===== config.mk =====
export PLATFORM = sky130hd
export DESIGN_NAME = dosl_top
export DESIGN_NICKNAME = d
export VERILOG_FILES = /design/src/core/dosl_pkg.sv /design/src/core/dosl_sel_decode.sv /design/src/core/dosl_top.sv
export SDC_FILE = /design/constraint.sdc
export NUM_CORES = 1
export LEC_CHECK = 0
export BUFFER_PORTS_ARGS = -buffer_cell sky130_fd_sc_hd__buf_2
export CAP_MARGIN = 20
export CORE_AREA = 2 2 75 77
export DETAILED_ROUTE_END_ITERATION = 8
export DIE_AREA = 0 0 77 79
export PLACE_DENSITY = 0.83
export SYNTH_ARGS = -nofsm -noshare
export SYNTH_HDL_FRONTEND = slang
export SYNTH_SLANG_ARGS = --single-unit
export TNS_END_PERCENT = 20

===== constraint.sdc =====
create_clock -name core_clk_i -period 1.25 [get_ports core_clk_i]
set_input_delay 0.0625 -clock core_clk_i [delete_from_list [all_inputs] [get_ports core_clk_i]]
set_output_delay 0.0625 -clock core_clk_i [all_outputs]
set_load 0.02 [all_outputs]

===== src/core/dosl_pkg.sv =====
// Constants, register map and strap field layout of the drive option strap logic.
// Assumes a single 100 MHz core clock and a plain register port of byte addresses.
package dosl_pkg;

    // ------------------------------------------------------------------
    // Register port
    // ------------------------------------------------------------------
    localparam int unsigned ADDR_W = 8;
    localparam int unsigned DATA_W = 32;

    localparam logic [ADDR_W-1:0] SHUNT_OFS  = 8'h00;
    localparam logic [ADDR_W-1:0] STATUS_OFS = 8'h04;

    // ------------------------------------------------------------------
    // Shunt register fields (1 = strap fitted)
    // ------------------------------------------------------------------
    localparam int unsigned SHUNT_W       = 16;
    localparam int unsigned F_SEL_A       = 0;
    localparam int unsigned F_SEL_D       = 3;
    localparam int unsigned F_FORCE       = 4;
    localparam int unsigned F_WFF_STD     = 5;
    localparam int unsigned F_WFF_CONT    = 6;
    localparam int unsigned F_PROT_HON    = 7;
    localparam int unsigned F_PROT_IGN    = 8;
    localparam int unsigned F_LED_SEL     = 9;
    localparam int unsigned F_LED_USE_A   = 10;
    localparam int unsigned F_LED_USE_B   = 11;
    localparam int unsigned F_FOURTH_EN   = 12;
    localparam int unsigned F_DOOR_LOCK   = 13;
    localparam int unsigned F_STEP_SAVE   = 14;
    localparam int unsigned F_STEP_HOLD   = 15;

    // Factory set: select a, std write gate, honour protect, led from select,
    // fourth select enabled, stepper held
    localparam logic [SHUNT_W-1:0] SHUNT_RST = 16'h92A1;

    // ------------------------------------------------------------------
    // Status register fields
    // ------------------------------------------------------------------
    localparam int unsigned S_ENABLED    = 0;
    localparam int unsigned S_STRAPPED   = 1;
    localparam int unsigned S_LED        = 2;
    localparam int unsigned S_STEP_HOLD  = 3;
    localparam int unsigned S_WFF_BLOCK  = 4;
    localparam int unsigned S_WR_INHIBIT = 5;
    localparam int unsigned S_WR_GATE    = 6;
    localparam int unsigned S_DOOR_LOCK  = 7;
    localparam int unsigned STATUS_W     = 8;

    // ------------------------------------------------------------------
    // Interface line groups
    // ------------------------------------------------------------------
    localparam int unsigned NUM_SEL  = 4;
    localparam int unsigned NUM_CTRL = 5;
    localparam int unsigned NUM_STAT = 4;
    localparam int unsigned C_STEP   = 0;
    localparam int unsigned C_DIR    = 1;
    localparam int unsigned C_WREN   = 2;
    localparam int unsigned C_WDATA  = 3;
    localparam int unsigned C_SIDE   = 4;
    localparam int unsigned T_INDEX  = 0;
    localparam int unsigned T_TRACK0 = 1;
    localparam int unsigned T_WPROT  = 2;
    localparam int unsigned T_RDATA  = 3;

    localparam logic [NUM_CTRL-1:0] CTRL_IDLE_N = 5'h1F;
    localparam logic [NUM_STAT-1:0] STAT_IDLE_N = 4'hF;
    localparam logic [STATUS_W-1:0] STATUS_RST  = 8'h08;

    // True when any low select line has its strap fitted
    function automatic logic sel_hit(input logic [NUM_SEL-1:0] sel_n,
                                     input logic [NUM_SEL-1:0] straps);
        return |(~sel_n & straps);
    endfunction : sel_hit

endpackage : dosl_pkg


===== src/core/dosl_sel_decode.sv =====
// Select decode of the drive option strap logic: strapped select and drive enable.
// Assumes select lines already synchronous to the core clock.
`timescale 1ns/100ps
`default_nettype none
module dosl_sel_decode
    import dosl_pkg::*;
(
    input  wire logic [NUM_SEL-1:0] sel_n_i,
    input  wire logic [NUM_SEL-1:0] sel_strap_i,
    input  wire logic               fourth_en_i,
    input  wire logic               force_i,
    output var  logic               strapped_o,
    output var  logic               enabled_o
);

    logic [NUM_SEL-1:0] usable_straps;

    always_comb begin
        usable_straps          = sel_strap_i;
        usable_straps[F_SEL_D] = sel_strap_i[F_SEL_D] & fourth_en_i;
        strapped_o             = sel_hit(sel_n_i, usable_straps);
        enabled_o              = strapped_o | force_i;
    end

endmodule : dosl_sel_decode
`default_nettype wire


===== src/core/dosl_top.sv =====
// Drive option strap logic: strap shunt register, select gating and option outputs.
// Assumes all interface inputs synchronous to core_clk_i; open-collector lines
// resolved outside from value and enable.
//
// Decided for this implementation: strobed register access and the address map.
`timescale 1ns/100ps
`default_nettype none

// What this block does
// - The drive answers whichever controller select line has its select strap fitted.
// - The chosen select line passes through its strap to enable the drive logic.
// - With the single-drive strap fitted the logic stays enabled but the LED stays off unless selected.
// - The power-save strap drops stepper holding power while deselected; otherwise it is always held.
// - The standard write strap blocks write flip-flop set/preset only during write-active; the alternate one always.
// - The standard protect strap honours the protect sensor; the alternate one ignores it.
// - The LED follows drive select by default, or the low in-use input with the two alternate straps.
// - The fourth select line counts only while its enable strap is fitted.
// - The door-lock output follows its interface input only with the door-lock strap fitted.
// - While not enabled (no strapped select, no single-drive strap) the control lines and status outputs toward the controller are disabled.
// - With protect honoured, a sensed protected diskette disables write electronics whatever write enable or side say.
module dosl_top
    import dosl_pkg::*;
(
    input  wire logic                core_clk_i,
    input  wire logic                rst_b_i,
    // Register port
    input  wire logic [ADDR_W-1:0]   reg_addr_i,
    input  wire logic [DATA_W-1:0]   reg_wdata_i,
    input  wire logic                reg_wr_i,
    input  wire logic                reg_rd_i,
    output logic      [DATA_W-1:0]   reg_rdata_o,
    // Controller side
    input  wire logic [NUM_SEL-1:0]  sel_n_i,
    input  wire logic [NUM_CTRL-1:0] ctrl_n_i,
    input  wire logic                in_use_n_i,
    input  wire logic                door_lock_n_i,
    output logic      [NUM_STAT-1:0] stat_n_o,
    output logic      [NUM_STAT-1:0] stat_oe_b_o,
    // Drive side
    input  wire logic                write_active_i,
    input  wire logic                wp_sensor_i,
    input  wire logic                index_n_i,
    input  wire logic                track0_n_i,
    input  wire logic                rdata_n_i,
    output logic      [NUM_CTRL-1:0] ctrl_gated_n_o,
    output logic                     write_gate_o,
    output logic                     wff_block_o,
    output logic                     stepper_hold_o,
    output logic                     led_o,
    output logic                     door_lock_o,
    output logic                     drive_enabled_o
);

    // ------------------------------------------------------------------
    // Register file
    // ------------------------------------------------------------------
    logic [SHUNT_W-1:0]  shunt_q;
    logic [SHUNT_W-1:0]  shunt_d;
    logic [DATA_W-1:0]   rdata_q;
    logic [DATA_W-1:0]   rdata_d;
    logic [STATUS_W-1:0] status_q;
    logic [STATUS_W-1:0] status_d;

    always_comb begin
        shunt_d = shunt_q;
        rdata_d = '0;
        if (reg_wr_i && reg_addr_i == SHUNT_OFS) begin
            shunt_d = reg_wdata_i[SHUNT_W-1:0];
        end
        if (reg_rd_i) begin
            if (reg_addr_i == SHUNT_OFS) begin
                rdata_d = {{(DATA_W-SHUNT_W){1'b0}}, shunt_q};
            end else if (reg_addr_i == STATUS_OFS) begin
                rdata_d = {{(DATA_W-STATUS_W){1'b0}}, status_q};
            end else begin
                rdata_d = '0;
            end
        end
    end

    always_ff @(posedge core_clk_i or negedge rst_b_i) begin
        if (!rst_b_i) begin
            shunt_q <= SHUNT_RST;
            rdata_q <= '0;
        end else begin
            shunt_q <= shunt_d;
            rdata_q <= rdata_d;
        end
    end

    assign reg_rdata_o = rdata_q;

    // ------------------------------------------------------------------
    // Strap interpretation
    // ------------------------------------------------------------------
    // Conflicting strap pairs fall to the safer reading: continuous
    // blocking, honoured protect, held stepper, LED from select.
    logic strapped;
    logic enabled;
    logic wff_cont;
    logic wff_std;
    logic prot_ignore;
    logic led_in_use;
    logic power_save;

    dosl_sel_decode u_sel_decode (
        .sel_n_i     (sel_n_i),
        .sel_strap_i (shunt_q[F_SEL_D:F_SEL_A]),
        .fourth_en_i (shunt_q[F_FOURTH_EN]),
        .force_i     (shunt_q[F_FORCE]),
        .strapped_o  (strapped),
        .enabled_o   (enabled)
    );

    always_comb begin
        wff_cont    = shunt_q[F_WFF_CONT];
        wff_std     = shunt_q[F_WFF_STD] & ~shunt_q[F_WFF_CONT];
        prot_ignore = shunt_q[F_PROT_IGN] & ~shunt_q[F_PROT_HON];
        led_in_use  = shunt_q[F_LED_USE_A] & shunt_q[F_LED_USE_B] & ~shunt_q[F_LED_SEL];
        power_save  = shunt_q[F_STEP_SAVE] & ~shunt_q[F_STEP_HOLD];
    end

    // ------------------------------------------------------------------
    // Option outputs
    // ------------------------------------------------------------------
    logic [NUM_CTRL-1:0] ctrl_gated_n_q;
    logic [NUM_CTRL-1:0] ctrl_gated_n_d;
    logic [NUM_STAT-1:0] stat_n_q;
    logic [NUM_STAT-1:0] stat_n_d;
    logic [NUM_STAT-1:0] stat_oe_b_q;
    logic [NUM_STAT-1:0] stat_oe_b_d;
    logic                write_gate_q;
    logic                write_gate_d;
    logic                wff_block_q;
    logic                wff_block_d;
    logic                hold_q;
    logic                hold_d;
    logic                led_q;
    logic                led_d;
    logic                door_q;
    logic                door_d;
    logic                enabled_q;
    logic                wr_inhibit;

    always_comb begin
        wr_inhibit  = wp_sensor_i & ~prot_ignore;
        ctrl_gated_n_d = enabled ? ctrl_n_i : CTRL_IDLE_N;
        stat_n_d    = STAT_IDLE_N;
        if (enabled) begin
            stat_n_d[T_INDEX]  = index_n_i;
            stat_n_d[T_TRACK0] = track0_n_i;
            stat_n_d[T_WPROT]  = ~wr_inhibit;
            stat_n_d[T_RDATA]  = rdata_n_i;
        end
        // Open collector: enable only while pulling low
        stat_oe_b_d  = stat_n_d;
        write_gate_d = enabled & ~ctrl_n_i[C_WREN] & ~wr_inhibit;
        wff_block_d  = wff_cont | (wff_std & write_active_i);
        hold_d       = ~power_save | enabled;
        led_d        = led_in_use ? ~in_use_n_i : strapped;
        door_d       = shunt_q[F_DOOR_LOCK] & ~door_lock_n_i;
        status_d     = '0;
        status_d[S_ENABLED]    = enabled;
        status_d[S_STRAPPED]   = strapped;
        status_d[S_LED]        = led_d;
        status_d[S_STEP_HOLD]  = hold_d;
        status_d[S_WFF_BLOCK]  = wff_block_d;
        status_d[S_WR_INHIBIT] = wr_inhibit;
        status_d[S_WR_GATE]    = write_gate_d;
        status_d[S_DOOR_LOCK]  = door_d;
    end

    always_ff @(posedge core_clk_i or negedge rst_b_i) begin
        if (!rst_b_i) begin
            ctrl_gated_n_q <= CTRL_IDLE_N;
            stat_n_q       <= STAT_IDLE_N;
            stat_oe_b_q    <= STAT_IDLE_N;
            write_gate_q   <= 1'b0;
            wff_block_q    <= 1'b0;
            hold_q         <= 1'b1;
            led_q          <= 1'b0;
            door_q         <= 1'b0;
            enabled_q      <= 1'b0;
            status_q       <= STATUS_RST;
        end else begin
            ctrl_gated_n_q <= ctrl_gated_n_d;
            stat_n_q       <= stat_n_d;
            stat_oe_b_q    <= stat_oe_b_d;
            write_gate_q   <= write_gate_d;
            wff_block_q    <= wff_block_d;
            hold_q         <= hold_d;
            led_q          <= led_d;
            door_q         <= door_d;
            enabled_q      <= enabled;
            status_q       <= status_d;
        end
    end

    assign ctrl_gated_n_o  = ctrl_gated_n_q;
    assign stat_n_o        = stat_n_q;
    assign stat_oe_b_o     = stat_oe_b_q;
    assign write_gate_o    = write_gate_q;
    assign wff_block_o     = wff_block_q;
    assign stepper_hold_o  = hold_q;
    assign led_o           = led_q;
    assign door_lock_o     = door_q;
    assign drive_enabled_o = enabled_q;

    // ------------------------------------------------------------------
    // Checks
    // ------------------------------------------------------------------
    // Outputs lag by one flop, so most checks look one cycle on
    chk_strap_select_hit: assert property (
        @(posedge core_clk_i) disable iff (!rst_b_i)
        (!sel_n_i[0] && shunt_q[F_SEL_A]) |=> drive_enabled_o)
        else $error("Strapped select line did not enable drive");

    chk_unstrapped_ignored: assert property (
        @(posedge core_clk_i) disable iff (!rst_b_i)
        (shunt_q[F_FORCE] == 1'b0 && !led_in_use &&
         ((~sel_n_i & shunt_q[F_SEL_D:F_SEL_A]) == '0))
        |=> !drive_enabled_o && !led_o ##0 ctrl_gated_n_o == CTRL_IDLE_N)
        else $error("Drive enabled without a strapped select");

    chk_force_led_off: assert property (
        @(posedge core_clk_i) disable iff (!rst_b_i)
        (shunt_q[F_FORCE] && !led_in_use && !strapped) |=> drive_enabled_o && !led_o)
        else $error("Forced enable lit the LED or failed to enable");

    chk_stepper_hold: assert property (
        @(posedge core_clk_i) disable iff (!rst_b_i)
        ##1 stepper_hold_o == (!$past(power_save) || $past(enabled)))
        else $error("Stepper holding power wrong for strap and select");

    chk_wff_block_mode: assert property (
        @(posedge core_clk_i) disable iff (!rst_b_i)
        (wff_std && !write_active_i) |=> !wff_block_o)
        else $error("Write flip-flop blocked outside write-active");

    chk_wff_cont_block: assert property (
        @(posedge core_clk_i) disable iff (!rst_b_i)
        shunt_q[F_WFF_CONT] [*2] |-> wff_block_o)
        else $error("Continuous write flip-flop block missing");

    chk_protect_ignored: assert property (
        @(posedge core_clk_i) disable iff (!rst_b_i)
        (prot_ignore && enabled && !ctrl_n_i[C_WREN]) |=> write_gate_o && stat_n_o[T_WPROT])
        else $error("Ignored protect sensor still inhibited writing");

    chk_led_in_use: assert property (
        @(posedge core_clk_i) disable iff (!rst_b_i)
        led_in_use |=> led_o == !$past(in_use_n_i))
        else $error("LED did not follow in-use input");

    chk_fourth_disabled: assert property (
        @(posedge core_clk_i) disable iff (!rst_b_i)
        (!shunt_q[F_FOURTH_EN] && !shunt_q[F_FORCE] && sel_n_i[2:0] == 3'b111)
        |=> !drive_enabled_o)
        else $error("Fourth select line used without enable strap");

    chk_door_lock_gate: assert property (
        @(posedge core_clk_i) disable iff (!rst_b_i)
        !shunt_q[F_DOOR_LOCK] |=> !door_lock_o)
        else $error("Door lock driven without its strap");

    chk_status_released: assert property (
        @(posedge core_clk_i) disable iff (!rst_b_i)
        !drive_enabled_o |-> (stat_oe_b_o == STAT_IDLE_N) && !write_gate_o)
        else $error("Status lines driven while deselected");

    chk_protect_inhibit: assert property (
        @(posedge core_clk_i) disable iff (!rst_b_i)
        (wp_sensor_i && !prot_ignore) |=> !write_gate_o && !stat_n_o[T_WPROT] == $past(enabled))
        else $error("Protected diskette did not inhibit writing");

    chk_select_or: assert property (
        @(posedge core_clk_i) disable iff (!rst_b_i)
        ##1 drive_enabled_o == ($past(strapped) || $past(shunt_q[F_FORCE])))
        else $error("Drive enable is not the OR of strapped selects");

    chk_fourth_select: assert property (
        @(posedge core_clk_i) disable iff (!rst_b_i)
        (shunt_q[F_FOURTH_EN] && shunt_q[F_SEL_D] && !sel_n_i[F_SEL_D]) |=> drive_enabled_o)
        else $error("Fitted fourth select line did not enable drive");

    chk_ctrl_pass_through: assert property (
        @(posedge core_clk_i) disable iff (!rst_b_i)
        enabled |=> ctrl_gated_n_o == $past(ctrl_n_i))
        else $error("Control lines not passed while selected");

    chk_door_follow: assert property (
        @(posedge core_clk_i) disable iff (!rst_b_i)
        shunt_q[F_DOOR_LOCK] |=> door_lock_o == !$past(door_lock_n_i))
        else $error("Door lock did not follow its input");

    chk_wff_std_active: assert property (
        @(posedge core_clk_i) disable iff (!rst_b_i)
        (wff_std && write_active_i) |=> wff_block_o)
        else $error("Write flip-flop not blocked during write-active");

    chk_power_save_drop: assert property (
        @(posedge core_clk_i) disable iff (!rst_b_i)
        (power_save && !enabled) |=> !stepper_hold_o)
        else $error("Stepper held while deselected in power save");

    chk_read_one_cycle: assert property (
        @(posedge core_clk_i) disable iff (!rst_b_i)
        !reg_rd_i |=> reg_rdata_o == '0)
        else $error("Read data present outside its cycle");

endmodule : dosl_top
`default_nettype wire


==> metrics.txt <==
status complete, no violations; I/O pins 111; Die Y-Extent 79 µm; crit start category flip-flop; ANT nets after route 0; Final Hold Fails 0; ys flop type dfrtp_1; FF-to-FF Start shunt_q[12]; Die ar. 6080 µm²; final setup margin 93.0 ps; global-route wire length before repair 6800 µm; PD cells 1070 nW/µm²; Layout Nets about 320; GRT Overall Usage between 10% and 20%; Pins Over Slew Limit 0; most common cell in the netlist dfrtp_1; routability cong. 0.662; Cell variety after synth 27; Routed WL per cell 13.0 µm; Max Freq 864 MHz; initial antenna violation count 0; Setup CP Type flip-flop to flip-flop; CP arrival about 1400 ps; crit path launch shunt_q[12]; ANT cells 0; Post-route DRC 0; WHS Endpoint shunt_q[1]; worst vdd ir between 0.4 and 0.5 mV; Clk Latency, worst-skew pair 280 ps; R2R setup slack 90 ps; multi-input logic area around 670 µm²; Num CTS Buffers 5; top cells by area, synth dfrtp_1 (40%), dfstp_2 (20%), buf_4 (7.3%); Port Buf Inserts 78; Hold WC Path Type input port to flip-flop; DR vias 1407; total negative slack 0 ps; reg2reg end status_q[6]; max-cap violation count 0; HP Start reg_wdata_i[1]; worst-path fanout max 13; Clock Path Buffers 2; top cell type's share of synthesized area 40.1%; async set-reset flop share out of synthesis between 90% and 100%; final clock skew approximately 3.4 ps; post-layout min period 1160 ps; hold_ws around 13 ps; Layout area overhead 36.8%; first-pass detailed-route iteration total 3; CP endpoint kind flip-flop; flops & latches, synth slightly below 50; Sink Count 49; layout cells sized above 1 51.2%; final WL about 4300 µm; FF+latch area 1250 µm²; sequential fraction of the synthesis area 60.6%; EDFF count, synth 0; Mapped Area 2060 µm²; Mapped Cells 147; vias in the first global route approximately 1500; die width 77 µm; vias per inst 4.29; Clock Root Buffer clkbuf_8; RSZ-0062 raised after global routing false; YS warnings 0; clock-pin slew on the worst setup and hold paths 80 ps; setup violators final 0; Mapped Avg Cell Area 14.0 µm²; fillers a little under 500; Power Total 3.00 mW; Starting Density 38.5%; H-tree levels 2; grt total ovfl 0; period utilization 92.6%; std cell rows 27; DRT iter0 DRCs 20; CP Data Required Time 1450 ps; cell taking the most area after synthesis dfrtp_1; post-place setup slack -98.9 ps; worst reg2reg path depth 3; top post-synthesis cells by count dfrtp_1 (33), buf_4 (20), dfstp_2 (16); pin count of the biggest net entering global routing 34; Hold Path Cell Cnt 2; leakage 1.47 nW; CTS tree built; Std-Cell Core Area 5340 µm²
-- cells by family (layout without fill, tap and decap cells) --
| kind of cell | count (synthesis) | count (layout) | synth area share [%] |
|---|---|---|---|
| AO/OA/AOI/OAI | 12 | 12 | 4.26 |
| buffers and inverters | 28 | 122 | 9.49 |
| flip-flops | 49 | 49 | 60.6 |
| multiplexers | 25 | 25 | 15.0 |
| other | 1 | 16 | 0.182 |
| AND/OR/NAND/NOR | 32 | 32 | 10.5 |
-- flip-flops by register name, indices dropped and copies added (netlist names) --
name            flops
ctrl_gated_n_o      5
door_lock_o         1
reg_rdata_o        16
shunt_q            16
stat_oe_b_o         4
status_q            7
-- stage by stage --
| stage | instance area (µm²) | util (%) | instances |
|---|---|---|---|
| 4_1_cts | 2810 | 52.7 | 328 |
| 5_1_grt | 2810 | 52.7 | 328 |
| 3_5_place_dp | 2520 | 47.2 | 299 |
| 6_report | 2810 | 52.7 | 328 |
| 2_1_floorplan | 2110 | - | 162 |
| 3_3_place_gp | 2520 | 47.2 | 299 |
-- repair_timing --
action                     4_1_cts  5_1_grt
hold buffers                    21        0
gates resized for setup          2        1
setup endpoints to repair       11        2
buffers inserted                 0        0
pin swaps                        0        1
hold endpoints to repair        37        0
-- power breakdown --
| part | internal [mW] | total, mW | leakage (nW) | switching [mW] |
|---|---|---|---|---|
| Sequential | 1.67 | 1.70 | 0.623 | 0.0320 |
| Clock | 0.398 | 0.866 | 0.0395 | 0.467 |
| Combinational | 0.203 | 0.435 | 0.812 | 0.231 |
-- metal layers --
layer / share of wire [%] / GRT usage [%] / vias up
met5: 0 / 0 / -
met4: 0.23 / 2.68 / 0
met3: 4.8 / 3.98 / 2
met2: 55 / 28.2 / 50
met1: 40 / 16.0 / 687
li1: - / - / 668
-- cell type report --
cell class | count | area share, %
inverters | 4 | 0.534
well taps | 72 | 3.20
flip-flops and latches | 49 | 44.3
clock buffers | 8 | 2.85
multi-input cells | 85 | 24.0
repair buffers | 110 | 25.2
-- critical path: stages, from the launching register on --
cell	delay, ps
dfstp_2	540
nand3b_1	100
and4_4	220
a211oi_1	230
-- cells in the final DEF, fill, tap and decap left out, types with 3 or more instances in the layout --
cell type / instances
buf_2: 78
inv_1: 4
a21o_1: 9
dfstp_2: 16
dfrtp_1: 33
and2_1: 8
conb_1: 16
buf_4: 9
mux2i_1: 9
clkbuf_1: 3
nand2b_1: 3
nor2_1: 9
mux2_4: 10
mux2_2: 6
clkbuf_8: 5
dlygate4sd3_1: 21
-- worst max-delay path by stage --
| stage | slack (ps) | cells after the start | to |
|---|---|---|---|
| finish | 90 | 3 | status_q[6] |
| floorplan | 20 | 5 | shunt_q[10] |
| detailed placement | -100 | 4 | stat_oe_b_o[2] |
| CTS | 40 | 3 | status_q[6] |
| global placement | -60 | 3 | status_q[6] |
| global route | 20 | 3 | status_q[6] |
Note: power is estimated with default switching activity, not from simulation.
